### src/verilog/serial_unit_pkg.sv
package serial_unit_pkg;
    // register indices (printed offsets are not multiples of four)
    localparam logic [7:0] CTRL_INDEX = 8'h0D;
    localparam logic [7:0] STAT_INDEX = 8'h0E;
    localparam logic [7:0] DATA_INDEX = 8'h0F;
    localparam logic [7:0] BUF_INDEX = 8'h10;
    localparam logic [7:0] PORT_INDEX = 8'h11;
    // control field positions
    localparam int START_IE_BIT = 7;
    localparam int OVF_IE_BIT = 6;
    localparam int WM_HI_BIT = 5;
    localparam int WM_LO_BIT = 4;
    localparam int CS_HI_BIT = 3;
    localparam int CS_LO_BIT = 2;
    localparam int SHIFT_STB_BIT = 1;
    localparam int TOGGLE_STB_BIT = 0;
    // status field positions
    localparam int START_FLAG_BIT = 7;
    localparam int OVF_FLAG_BIT = 6;
    localparam int STOP_FLAG_BIT = 5;
    localparam int COLL_BIT = 4;
    // port register bits
    localparam int PORT_DATA_BIT = 0;
    localparam int PORT_CLK_BIT = 1;
    localparam int DIR_DATA_BIT = 2;
    localparam int DIR_CLK_BIT = 3;
    localparam int GIE_BIT = 4;
    // reset values
    localparam logic [7:0] CTRL_RESET = 8'h00;
    localparam logic [7:0] STAT_RESET = 8'h00;
    localparam logic [7:0] DATA_RESET = 8'h00;
    localparam logic [3:0] CNT_RESET = 4'h0;
    localparam logic [3:0] CNT_MAX = 4'hF;
    // wire modes
    localparam logic [1:0] WM_OFF = 2'h0;
    localparam logic [1:0] WM_THREE = 2'h1;
    localparam logic [1:0] WM_TWO = 2'h2;
    localparam logic [1:0] WM_TWO_HOLD = 2'h3;
    // clock sources
    localparam logic [1:0] CS_SOFT = 2'h0;
    localparam logic [1:0] CS_TIMER = 2'h1;
    localparam logic [1:0] CS_EXT_POS = 2'h2;
    localparam logic [1:0] CS_EXT_NEG = 2'h3;
    // timing: the serial clock may run at most at a quarter of clk
    localparam int CLK_MHZ = 100;
    localparam int SCK_DIVIDER = 4;
    localparam int SCK_MIN_PERIOD_CYC = SCK_DIVIDER;
    // synchroniser depth
    localparam int SYNC_STAGES = 2;
endpackage
### src/verilog/pin_sync.sv
`timescale 1ns/1ns
// two-flop synchroniser for the link pins
module pin_sync (
    input wire logic clk,
    input wire logic nrst,
    input wire logic [2:0] async_in,
    output logic [2:0] sync_out
);
    logic [2:0] meta_reg; // first stage, read only by the second
    logic [2:0] sync_reg;

    // both stages reset to idle-high lines
    always_ff @(posedge clk or negedge nrst) begin
        if (!nrst) begin
            meta_reg <= 3'h7;
            sync_reg <= 3'h7;
        end else begin
            meta_reg <= async_in;
            sync_reg <= meta_reg;
        end
    end

    assign sync_out = sync_reg;
endmodule

### src/verilog/serial_shift_unit.sv
// Our own choice: the Wishbone interface to the registers.
`timescale 1ns/1ns
module serial_shift_unit (
    input wire logic clk,
    input wire logic nrst,
    input wire logic wb_cyc_i,
    input wire logic wb_stb_i,
    input wire logic wb_we_i,
    input wire logic [9:0] wb_adr_i,
    input wire logic [3:0] wb_sel_i,
    input wire logic [31:0] wb_dat_i,
    output logic [31:0] wb_dat_o,
    output logic wb_ack_o,
    input wire logic timer_match,
    input wire logic [1:0] sleep_mode,
    input wire logic data_in_pin,
    input wire logic serial_clock_pin_i,
    output logic serial_clock_pin_o,
    output logic serial_clock_pin_oe_n,
    input wire logic data_out_pin_i,
    output logic data_out_pin_o,
    output logic data_out_pin_oe_n,
    output logic start_irq,
    output logic overflow_irq,
    output logic wake_request
);
    import serial_unit_pkg::*;

    // sleep encodings seen by the wake logic
    localparam logic [1:0] SLEEP_IDLE = 2'h1;

    logic [2:0] pins_sync; // {sda, scl, din} after two flops
    logic sda_s, scl_s, din_s;
    logic scl_d_reg, scl_d_next; // last sampled clock level
    logic sda_d_reg, sda_d_next;

    // inputs are synchronised regardless of wire mode
    pin_sync u_sync (
        .clk(clk),
        .nrst(nrst),
        .async_in({data_out_pin_i, serial_clock_pin_i, data_in_pin}),
        .sync_out(pins_sync)
    );
    assign din_s = pins_sync[0];
    assign scl_s = pins_sync[1];
    assign sda_s = pins_sync[2];

    // state
    logic [7:0] ctrl_reg, ctrl_next; // toggle strobe bit never stored; shift strobe bit kept, reads as zero
    logic [7:0] data_reg, data_next;
    logic [7:0] buf_reg, buf_next;
    logic [3:0] cnt_reg, cnt_next;
    logic start_reg, start_next;
    logic ovf_reg, ovf_next;
    logic stop_reg, stop_next;
    logic latch_reg, latch_next; // output latch
    logic [4:0] port_reg, port_next;
    logic ack_reg, ack_next;
    logic [31:0] rdat_reg, rdat_next;
    logic hold_start_reg, hold_start_next; // start detector clock hold

    logic [1:0] wm, cs;
    logic two_wire, ext_src;
    logic scl_rise, scl_fall, scl_edge;
    logic start_cond, stop_cond;
    logic req, wr, rd;
    logic [7:0] idx;
    logic wr_ctrl, wr_stat, wr_data, wr_port, rd_buf;
    logic shift_stb, toggle_stb;
    logic shift_clk, cnt_clk;
    logic wrap;

    assign wm = ctrl_reg[WM_HI_BIT:WM_LO_BIT];
    assign cs = ctrl_reg[CS_HI_BIT:CS_LO_BIT];
    assign two_wire = wm[1];
    assign ext_src = cs[1];

    // edge detection on synchronised pins against the level sampled one clk earlier
    assign scl_rise = scl_s && !scl_d_reg;
    assign scl_fall = !scl_s && scl_d_reg;
    assign scl_edge = scl_rise || scl_fall;
    assign start_cond = two_wire && scl_s && scl_d_reg && sda_d_reg && !sda_s;
    assign stop_cond = two_wire && scl_s && scl_d_reg && !sda_d_reg && sda_s;

    // bus decode; byte lane 0 carries the 8-bit register
    assign req = wb_cyc_i && wb_stb_i && !ack_reg;
    assign idx = wb_adr_i[9:2];
    assign wr = req && wb_we_i && wb_sel_i[0];
    assign rd = req && !wb_we_i;
    assign wr_ctrl = wr && (idx == CTRL_INDEX);
    assign wr_stat = wr && (idx == STAT_INDEX);
    assign wr_data = wr && (idx == DATA_INDEX);
    assign wr_port = wr && (idx == PORT_INDEX);
    assign rd_buf = rd && (idx == BUF_INDEX);
    assign shift_stb = wr_ctrl && wb_dat_i[SHIFT_STB_BIT];
    assign toggle_stb = wr_ctrl && wb_dat_i[TOGGLE_STB_BIT];

    // increment with wrap detect; the carry marks fifteen to zero
    function automatic logic [4:0] inc4(input logic [3:0] v);
        inc4 = {1'b0, v} + 5'h01;
    endfunction

    // clock selection, from the control value in effect this cycle
    always_comb begin
        shift_clk = 1'b0;
        cnt_clk = 1'b0;
        unique case (cs)
            CS_SOFT: begin
                shift_clk = shift_stb;
                cnt_clk = shift_stb || toggle_stb;
            end
            CS_TIMER: begin
                shift_clk = timer_match;
                cnt_clk = timer_match || toggle_stb;
            end
            CS_EXT_POS: begin
                shift_clk = scl_rise;
                cnt_clk = scl_edge || (toggle_stb && ctrl_reg[SHIFT_STB_BIT]);
            end
            CS_EXT_NEG: begin
                shift_clk = scl_fall;
                cnt_clk = scl_edge || (toggle_stb && ctrl_reg[SHIFT_STB_BIT]);
            end
        endcase
    end

    logic [4:0] cnt_inc; // counter plus one, carry in the top bit
    assign cnt_inc = inc4(cnt_reg);
    assign wrap = cnt_clk && cnt_inc[4];

    // next-state for the shift path, counter and flags
    always_comb begin
        data_next = data_reg;
        cnt_next = cnt_reg;
        start_next = start_reg;
        ovf_next = ovf_reg;
        stop_next = stop_reg;
        buf_next = buf_reg;
        hold_start_next = hold_start_reg;
        // shift path
        if (wr_data) begin
            data_next = wb_dat_i[7:0];
        end else if (shift_clk) begin
            data_next = {data_reg[6:0], din_s};
        end
        // counter: cpu write takes the place of a count
        if (wr_stat) begin
            cnt_next = wb_dat_i[3:0];
        end else if (cnt_clk) begin
            cnt_next = cnt_inc[3:0];
        end
        if (wrap) begin
            buf_next = {data_reg[6:0], din_s};
        end
        // write-one clears; hardware set wins
        if (wr_stat && wb_dat_i[START_FLAG_BIT]) begin
            start_next = 1'b0;
            hold_start_next = 1'b0;
        end
        if (two_wire && start_cond) begin
            start_next = 1'b1;
        end else if (!two_wire && ext_src && !ctrl_reg[SHIFT_STB_BIT] && scl_edge) begin
            start_next = 1'b1;
        end
        // hold is armed after master pulls clock low following start
        if (two_wire && start_reg && scl_fall) begin
            hold_start_next = 1'b1;
        end
        if (!two_wire) begin
            hold_start_next = 1'b0;
        end
        if ((wr_stat && wb_dat_i[OVF_FLAG_BIT]) || rd_buf) begin
            ovf_next = 1'b0;
        end
        if (wrap) begin
            ovf_next = 1'b1;
        end
        if (wr_stat && wb_dat_i[STOP_FLAG_BIT]) begin
            stop_next = 1'b0;
        end
        if (stop_cond) begin
            stop_next = 1'b1;
        end
    end

    // output latch: open first half of external cycle, always otherwise
    always_comb begin
        latch_next = latch_reg;
        if (!ext_src) begin
            latch_next = data_next[7];
        end else if ((cs == CS_EXT_POS) ? !scl_s : scl_s) begin
            latch_next = data_next[7];
        end
    end

    // bus control, port and read data
    always_comb begin
        ctrl_next = ctrl_reg;
        port_next = port_reg;
        ack_next = req;
        rdat_next = 32'h0000_0000;
        if (wr_ctrl) begin
            ctrl_next = {wb_dat_i[7:2], wb_dat_i[1], 1'b0};
        end else begin
            ctrl_next[SHIFT_STB_BIT] = ctrl_reg[SHIFT_STB_BIT];
        end
        if (wr_port) begin
            port_next = wb_dat_i[4:0];
        end
        if (rd) begin
            unique case (idx)
                CTRL_INDEX: rdat_next = {24'h0, ctrl_reg[7:2], 2'h0};
                STAT_INDEX: rdat_next = {24'h0, start_reg, ovf_reg, stop_reg,
                    (latch_reg != sda_s), cnt_reg};
                DATA_INDEX: rdat_next = {24'h0, data_reg};
                BUF_INDEX: rdat_next = {24'h0, buf_reg};
                PORT_INDEX: rdat_next = {27'h0, port_reg};
                default: rdat_next = 32'h0000_0000;
            endcase
        end
        scl_d_next = scl_s;
        sda_d_next = sda_s;
    end

    // registers
    always_ff @(posedge clk or negedge nrst) begin
        if (!nrst) begin
            ctrl_reg <= CTRL_RESET;
            data_reg <= DATA_RESET;
            buf_reg <= DATA_RESET;
            cnt_reg <= CNT_RESET;
            start_reg <= 1'b0;
            ovf_reg <= 1'b0;
            stop_reg <= 1'b0;
            latch_reg <= 1'b0;
            port_reg <= 5'h00;
            ack_reg <= 1'b0;
            rdat_reg <= 32'h0000_0000;
            hold_start_reg <= 1'b0;
            scl_d_reg <= 1'b1;
            sda_d_reg <= 1'b1;
        end else begin
            ctrl_reg <= ctrl_next;
            data_reg <= data_next;
            buf_reg <= buf_next;
            cnt_reg <= cnt_next;
            start_reg <= start_next;
            ovf_reg <= ovf_next;
            stop_reg <= stop_next;
            latch_reg <= latch_next;
            port_reg <= port_next;
            ack_reg <= ack_next;
            rdat_reg <= rdat_next;
            hold_start_reg <= hold_start_next;
            scl_d_reg <= scl_d_next;
            sda_d_reg <= sda_d_next;
        end
    end

    assign wb_ack_o = ack_reg;
    assign wb_dat_o = rdat_reg;

    // pin drive; enables active low, outputs dead in mode off
    logic clk_low, data_low;
    assign clk_low = !port_reg[PORT_CLK_BIT] || hold_start_reg
        || (wm == WM_TWO_HOLD && ovf_reg);
    assign data_low = !latch_reg || !port_reg[PORT_DATA_BIT];
    always_comb begin
        serial_clock_pin_o = 1'b0;
        serial_clock_pin_oe_n = 1'b1;
        data_out_pin_o = 1'b0;
        data_out_pin_oe_n = 1'b1;
        unique case (wm)
            WM_OFF: begin
                data_out_pin_oe_n = 1'b1; // outputs only are disabled
            end
            WM_THREE: begin
                data_out_pin_o = latch_reg;
                data_out_pin_oe_n = !port_reg[DIR_DATA_BIT];
                serial_clock_pin_o = port_reg[PORT_CLK_BIT];
                serial_clock_pin_oe_n = !port_reg[DIR_CLK_BIT];
            end
            WM_TWO, WM_TWO_HOLD: begin
                // open drain: drive only when pulling low
                data_out_pin_oe_n = !(port_reg[DIR_DATA_BIT] && data_low);
                serial_clock_pin_oe_n = !(port_reg[DIR_CLK_BIT] && clk_low);
            end
        endcase
    end

    // interrupts and wake, combinational so enable acts at once
    assign start_irq = start_reg && ctrl_reg[START_IE_BIT] && port_reg[GIE_BIT];
    assign overflow_irq = ovf_reg && ctrl_reg[OVF_IE_BIT] && port_reg[GIE_BIT];
    assign wake_request = start_irq
        || (overflow_irq && sleep_mode == SLEEP_IDLE);
endmodule

### config.mk
export PLATFORM = sky130hd
export DESIGN_NAME = serial_shift_unit
export DESIGN_NICKNAME = d
export VERILOG_FILES = /design/src/verilog/serial_unit_pkg.sv /design/src/verilog/pin_sync.sv /design/src/verilog/serial_shift_unit.sv
export SDC_FILE = /design/constraint.sdc
export NUM_CORES = 1
export LEC_CHECK = 0
export CORE_ASPECT_RATIO = 1.75
export CORE_UTILIZATION = 59
export CTS_BUF_LIST = sky130_fd_sc_hd__clkbuf_8
export CTS_CLUSTER_DIAMETER = 60
export DETAILED_ROUTE_END_ITERATION = 12
export DONT_BUFFER_PORTS = 1
export PLACE_DENSITY = 0.78
export SYNTH_ARGS = -nofsm -noshare
export SYNTH_HDL_FRONTEND = slang
export SYNTH_HIERARCHICAL = 1
export SYNTH_SLANG_ARGS = --single-unit
export TNS_END_PERCENT = 20
### constraint.sdc
create_clock -name clk -period 2.1 [get_ports clk]
set_clock_uncertainty 0.2 [all_clocks]
set_input_delay 0.42 -clock clk [delete_from_list [all_inputs] [get_ports clk]]
set_output_delay 0.42 -clock clk [all_outputs]
set_load 0.05 [all_outputs]
Word-level counts from Yosys, hierarchy flattened
Cells that the tools add are included.
Widths: inputs -> output; s select.
{"block": "word_totals", "input_bits": 57, "wordCells": 129, "regBits": 78, "output_inout_bits": 40}
{"block": "classes", "reduce_logical": 72, "eq_ne": 15, "n_addsub": 1, "mux": 24}
{"operator": "$pmux 8 s5", "n": 1}
{"operator": "$logic_and 1x1->1", "n": 39}
{"operator": "$eq 8x4->1 const B", "n": 3}
{"operator": "$mux 8", "n": 3}
{"operator": "$eq 8x5->1 const B", "n": 2}
{"operator": "$logic_not 1->1", "n": 15}
{"operator": "$mux 1", "n": 14}
{"operator": "$logic_or 1x1->1", "n": 9}
{"operator": "$eq 2x2->1 const B", "n": 4}
{"operator": "$mux 4", "n": 2}
{"operator": "$reduce_bool 2->1", "n": 4}
{"operator": "$eq 2x1->1 const B", "n": 3}
{"operator": "$pmux 1 s3", "n": 2}
{"operator": "$add 4x1->5 const B", "n": 1}
{"operator": "$logic_not 2->1", "n": 2}
{"operator": "$pmux 1 s4", "n": 1}
{"operator": "$reduce_or 2->1", "n": 2}
{"operator": "$ne 3x1->1 const B", "n": 1}
{"operator": "$reduce_bool 3->1", "n": 1}
{"operator": "$ne 2x1->1 const B", "n": 1}
{"operator": "$pmux 1 s2", "n": 1}
{"operator": "$ne 1x1->1", "n": 1}

Longest topological paths before layout
{"block": "depth", "ltp_word": 11, "depth_mapped": 8, "mapped_depth_nobuf": 7}

Cells and area by module
The synthesis kept the hierarchy.
{"mod": "serial_shift_unit", "cells_per_inst": 265, "area_per_inst_um2": 2722.6, "seq_area_each_um2": 1203.7, "n_inst": 1}
{"mod": "pin_sync", "cells_per_inst": 6, "area_per_inst_um2": 157.7, "seq_area_each_um2": 157.7, "n_inst": 1}

Least setup slack after synthesis
Ideal clock, no wire load.
{"block": "synth_timing", "kind": "flip-flop to flip-flop", "start": "reg ack_reg (netlist: wb_ack_o)", "end": "reg buf_reg[0]", "setup_ns": 0.125, "arrival_time_ns": 2.270, "path_stages_with_launch": 8, "period_less_slack_ns": 2.595, "path_buffers": 1, "required_time_ns": 1.775, "path_slack_ns": -0.495, "cell_sequence": "dfrtp_1 -> nand3b_1 -> nor4_4 -> a41o_1 -> nand3_2 -> or2_1 -> buf_6 -> mux2_4"}
{"block": "synth_via", "elab_chain_len": 10, "word_cells_on_any_way": 13, "classes_between": "1 x mux; 12 x reduce/logical"}
{"element": "start, declared", "line_no": "serial_shift_unit.sv:58", "text": "logic ack_reg, ack_next;"}
{"element": "start signal, assigned", "line_no": "serial_shift_unit.sv:252", "text": "ack_reg <= ack_next;"}
{"element": "$logic_not 1->1 *", "line_no": "serial_shift_unit.sv:86", "text": "assign req = wb_cyc_i && wb_stb_i && !ack_reg;"}
{"element": "$logic_and 1x1->1 *", "line_no": "serial_shift_unit.sv:86"}
{"element": "$logic_and 1x1->1 * (2 in series)", "line_no": "serial_shift_unit.sv:88", "text": "assign wr = req && wb_we_i && wb_sel_i[0];"}
{"element": "$logic_and 1x1->1 *", "line_no": "serial_shift_unit.sv:90", "text": "assign wr_ctrl = wr && (idx == CTRL_INDEX);"}
{"element": "$logic_and 1x1->1", "line_no": "serial_shift_unit.sv:96", "text": "assign toggle_stb = wr_ctrl && wb_dat_i[TOGGLE_STB_BIT];"}
{"element": "$logic_and 1x1->1", "line_no": "serial_shift_unit.sv:118, serial_shift_unit.sv:122"}
{"element": "$logic_or 1x1->1", "line_no": "serial_shift_unit.sv:118, serial_shift_unit.sv:122"}
{"element": "$pmux 1 s3 *", "line_no": "serial_shift_unit.sv:107", "text": "unique case (cs)"}
{"element": "$logic_and 1x1->1 *", "line_no": "serial_shift_unit.sv:129", "text": "assign wrap = cnt_clk && cnt_inc[4];"}
{"element": "end signal, assigned", "line_no": "serial_shift_unit.sv:245", "text": "buf_reg <= buf_next;"}
{"element": "end, declared", "line_no": "serial_shift_unit.sv:51", "text": "logic [7:0] buf_reg, buf_next;"}
Mark *: on every way between the ends. The rest lies on a longest branch, timed or not.
A chain may end at the register's enable or synchronous reset.

Worst setup path in the final report
{"block": "layout_timing", "start": "reg ack_reg (netlist: wb_ack_o)", "end": "reg buf_reg[6]"}
Same word-level chain as after synthesis.

==> metrics.md <==
| Metric | Value |
|---|---|
| Antenna violations before repair | 0 |
| Placed instance count | between 300 and 400 |
| RSZ-0062 raised after global routing | yes |
| Cell area after placement | approximately 3000 um2 |
| CTS tree | built |
| Congestion Overflow GR | 0 |
| ANT cells | 0 |
| Finished Core Util | 0.709 |
| CP Data Arrival Time | around 2.4 ns |
| Min-delay src | wb_dat_i[3] |
| Critical Path Sink Type | flip-flop |
| Final instance area | roughly 3300 um2 |
| Yosys cell types | 47 |
| Worst vdd ir | about 0.00042 V |
| Yosys warns | 6 |
| Clk sink count | 54 |
| Routed Antenna Nets | 0 |
| First-pass GRT wire length | ~9.9 mm |
| Failing checks | setup timing |
| Final hold vios | 0 |
| Worst path required time | 2.10 ns |
| Routed WL | between 6 and 7 mm |
| Hold depth | 2 |
| Share of layout cells above drive strength 1 | 0.281 |
| Critical R2R Capture | buf_reg[6] |
| Reg2Reg Setup Slack | -0.28 ns |
| Pins Over Slew Limit | 0 |
| Period minus WS final | about 2.4 ns |
| Mapped cell area | roughly 2900 um2 |
| Area Growth Syn to Fin | 14.8% |
| Die area | 5180 um2 |
| Max-Cap Viols | 0 |
| Avg Synthesized Cell Area | between 10 and 15 um2 |
| Pin count of the biggest net entering global routing | 55 |
| Max Freq | around 420 MHz |
| Tcrit/Tclk final | 1.13 |
| Clock buffer depth | 2 |
| Initial core utilization | 0.617 |
| Vias | 2133 |
| Io pins | 97 |
| 1st-iter DRT viols | 61 |
| Setup Crit Path Kind | flip-flop to flip-flop |
| Power per cell area | slightly below 600 nW/um2 |
| Clock root buffer | clkbuf_8 |
| Via density | between 5 and 6 |
| Number of synthesized register bits | 54 |
| PortBufs | 0 |
| Final GP Congestion | just over 0.9 |
| Most frequent cells in the layout | dfrtp_1, buf_4, nor2_1, conb_1, nand2_1 |
| GRT Total Usage | 0.274 |
| Async set-reset flop share out of synthesis | 1.00 |
| Syn Inst Count | between 200 and 300 |
| Detailed placer's ending HPWL | 4.67 mm |
| Non-filler cells, final | roughly 360 |
| Ys flop type | dfrtp_1 |
| Worst min-delay path class | input pin to flip-flop |
| Critical path fanouts, max | 5 |
| Die W | approximately 55 um |
| RR Startpoint | wb_ack_o |
| Startpoint types | flip-flop |
| Path depth of the worst reg2reg path | 7 |
| Insertion delay to the later sink of the worst-skew pair | between 0.3 and 0.4 ns |
| Post-placement setup slack | -0.471 ns |
| Status | finished, violations left |
| Most common cell after layout, fill and taps aside | dfrtp_1 |
| CTS clk-pin slew, worst paths | ~0.09 ns |
| Hold endpoint | data_reg[3] |
| Wire per inst | between 15 and 20 um |
| Die Y | ~94 um |
| Setup violations, final | 18 |
| H-tree depth | 2 |
| Post-synthesis sequential area ratio | 0.473 |
| Final setup margin | -0.282 ns |
| Post-synth EDFFs | 0 |
| Row Count | 33 |
| Num CTS Buffers | 5 |
| DRC | 0 |
| Nets | between 300 and 400 |
| Core area | about 4700 um2 |
| Cell leakage power | approximately 0.0016 uW |
| Drt pass-1 iters | 4 |
| Vias in the first global route | between 2000 and 2500 |
## report_power, final
group / internal [uW] / switching [uW] / total (uW)
combinational: 60.6 / 163 / 223
clock: 265 / 324 / 589
sequential: 1070 / 24.8 / 1100
## layout make-up
class                           instances  area (um2)
Clock buffer                            6        82.6
Sequential cell                        54        1360
Inverter                                9        33.8
Timing Repair Buffer                   41         355
Multi-Input combinational cell        198        1400
Clock inverter                          2        12.5
Fill cell                             347        1360
Tap cell                               52        65.1
## metrics by stage
stage | total power [uW] | hold slack [ns] | TNS, ns
3_3_place_gp | 1300 | -0.0743 | -8.23
4_1_cts | 1920 | 0.0288 | -4.37
5_1_grt | 1990 | 0.0287 | -5.51
3_5_place_dp | 1300 | -0.0741 | -8.78
6_report | 1910 | 0.0304 | -3.69
2_1_floorplan | 1310 | -0.0756 | -6.72
## cell families after synthesis
logic type | Yosys count | share of synthesized area
buf+inv | 42 | 0.0886
simple gates | 83 | 0.147
fa+ha+maj | 3 | 0.0130
other cells | 1 | 0.00130
xor+xnor | 5 | 0.0152
compound gates | 46 | 0.114
flops | 54 | 0.473
mux | 37 | 0.148
## how the worst max path moves through the flow
stage	from	to	slack, ns	cells after the start
2_1_floorplan	wb_adr_i[7]	buf_reg[0]	-0.40	7
3_3_place_gp	wb_adr_i[7]	latch_reg	-0.46	8
3_5_place_dp	wb_adr_i[7]	latch_reg	-0.47	8
4_1_cts	wb_ack_o	buf_reg[7]	-0.29	7
5_1_grt	wb_ack_o	buf_reg[6]	-0.37	8
6_report	wb_ack_o	buf_reg[6]	-0.28	7
## critical path: stages, from the launching register on
cell and delay (ns):
dfrtp_2 0.41, nand3b_1 0.25, nor4_4 0.35, a41o_1 0.26, nand3_2 0.09, or2_4 0.28, buf_6 0.14, mux2_4 0.30
## layer usage
metal / track usage / vias up / wire [um]
met1: 0.310 / 1060 / 2320
li1: - / 974 / -
met4: 0.105 / 0 / 104
met3: 0.0580 / 12 / 384
met5: 0 / - / 0
met2: 0.477 / 87 / 3520
## cell usage after synthesis, types with 2 or more instances
library cell / n / area [um2]
nand3_1: 5 / 25.0
mux2i_1: 17 / 170
dfstp_2: 8 / 210
dfrtp_1: 46 / 1150
o21ai_1: 7 / 35.0
a21oi_1: 11 / 55.1
clkbuf_1: 6 / 22.5
o21ai_0: 6 / 30.0
inv_1: 9 / 33.8
a211oi_1: 3 / 22.5
nor3_1: 6 / 30.0
ha_1: 3 / 37.5
nor2_1: 27 / 101
and3_1: 7 / 43.8
nand2_1: 24 / 90.1
xor2_1: 4 / 35.0
buf_1: 2 / 7.51
buf_4: 24 / 180
mux2_2: 12 / 135
mux2_4: 8 / 120
a22oi_1: 7 / 52.6
nand3b_1: 4 / 30.0
## what timing repair did
| item | CTS | global route |
|---|---|---|
| gates resized for setup | 6 | 6 |
| pin swaps | 5 | 6 |
| hold buffers | 6 | 0 |
| hold endpoints to repair | 58 | 0 |
| setup endpoints to repair | 18 | 32 |
| setup buffers | 1 | 1 |
Power figures use the tool's default switching activity.
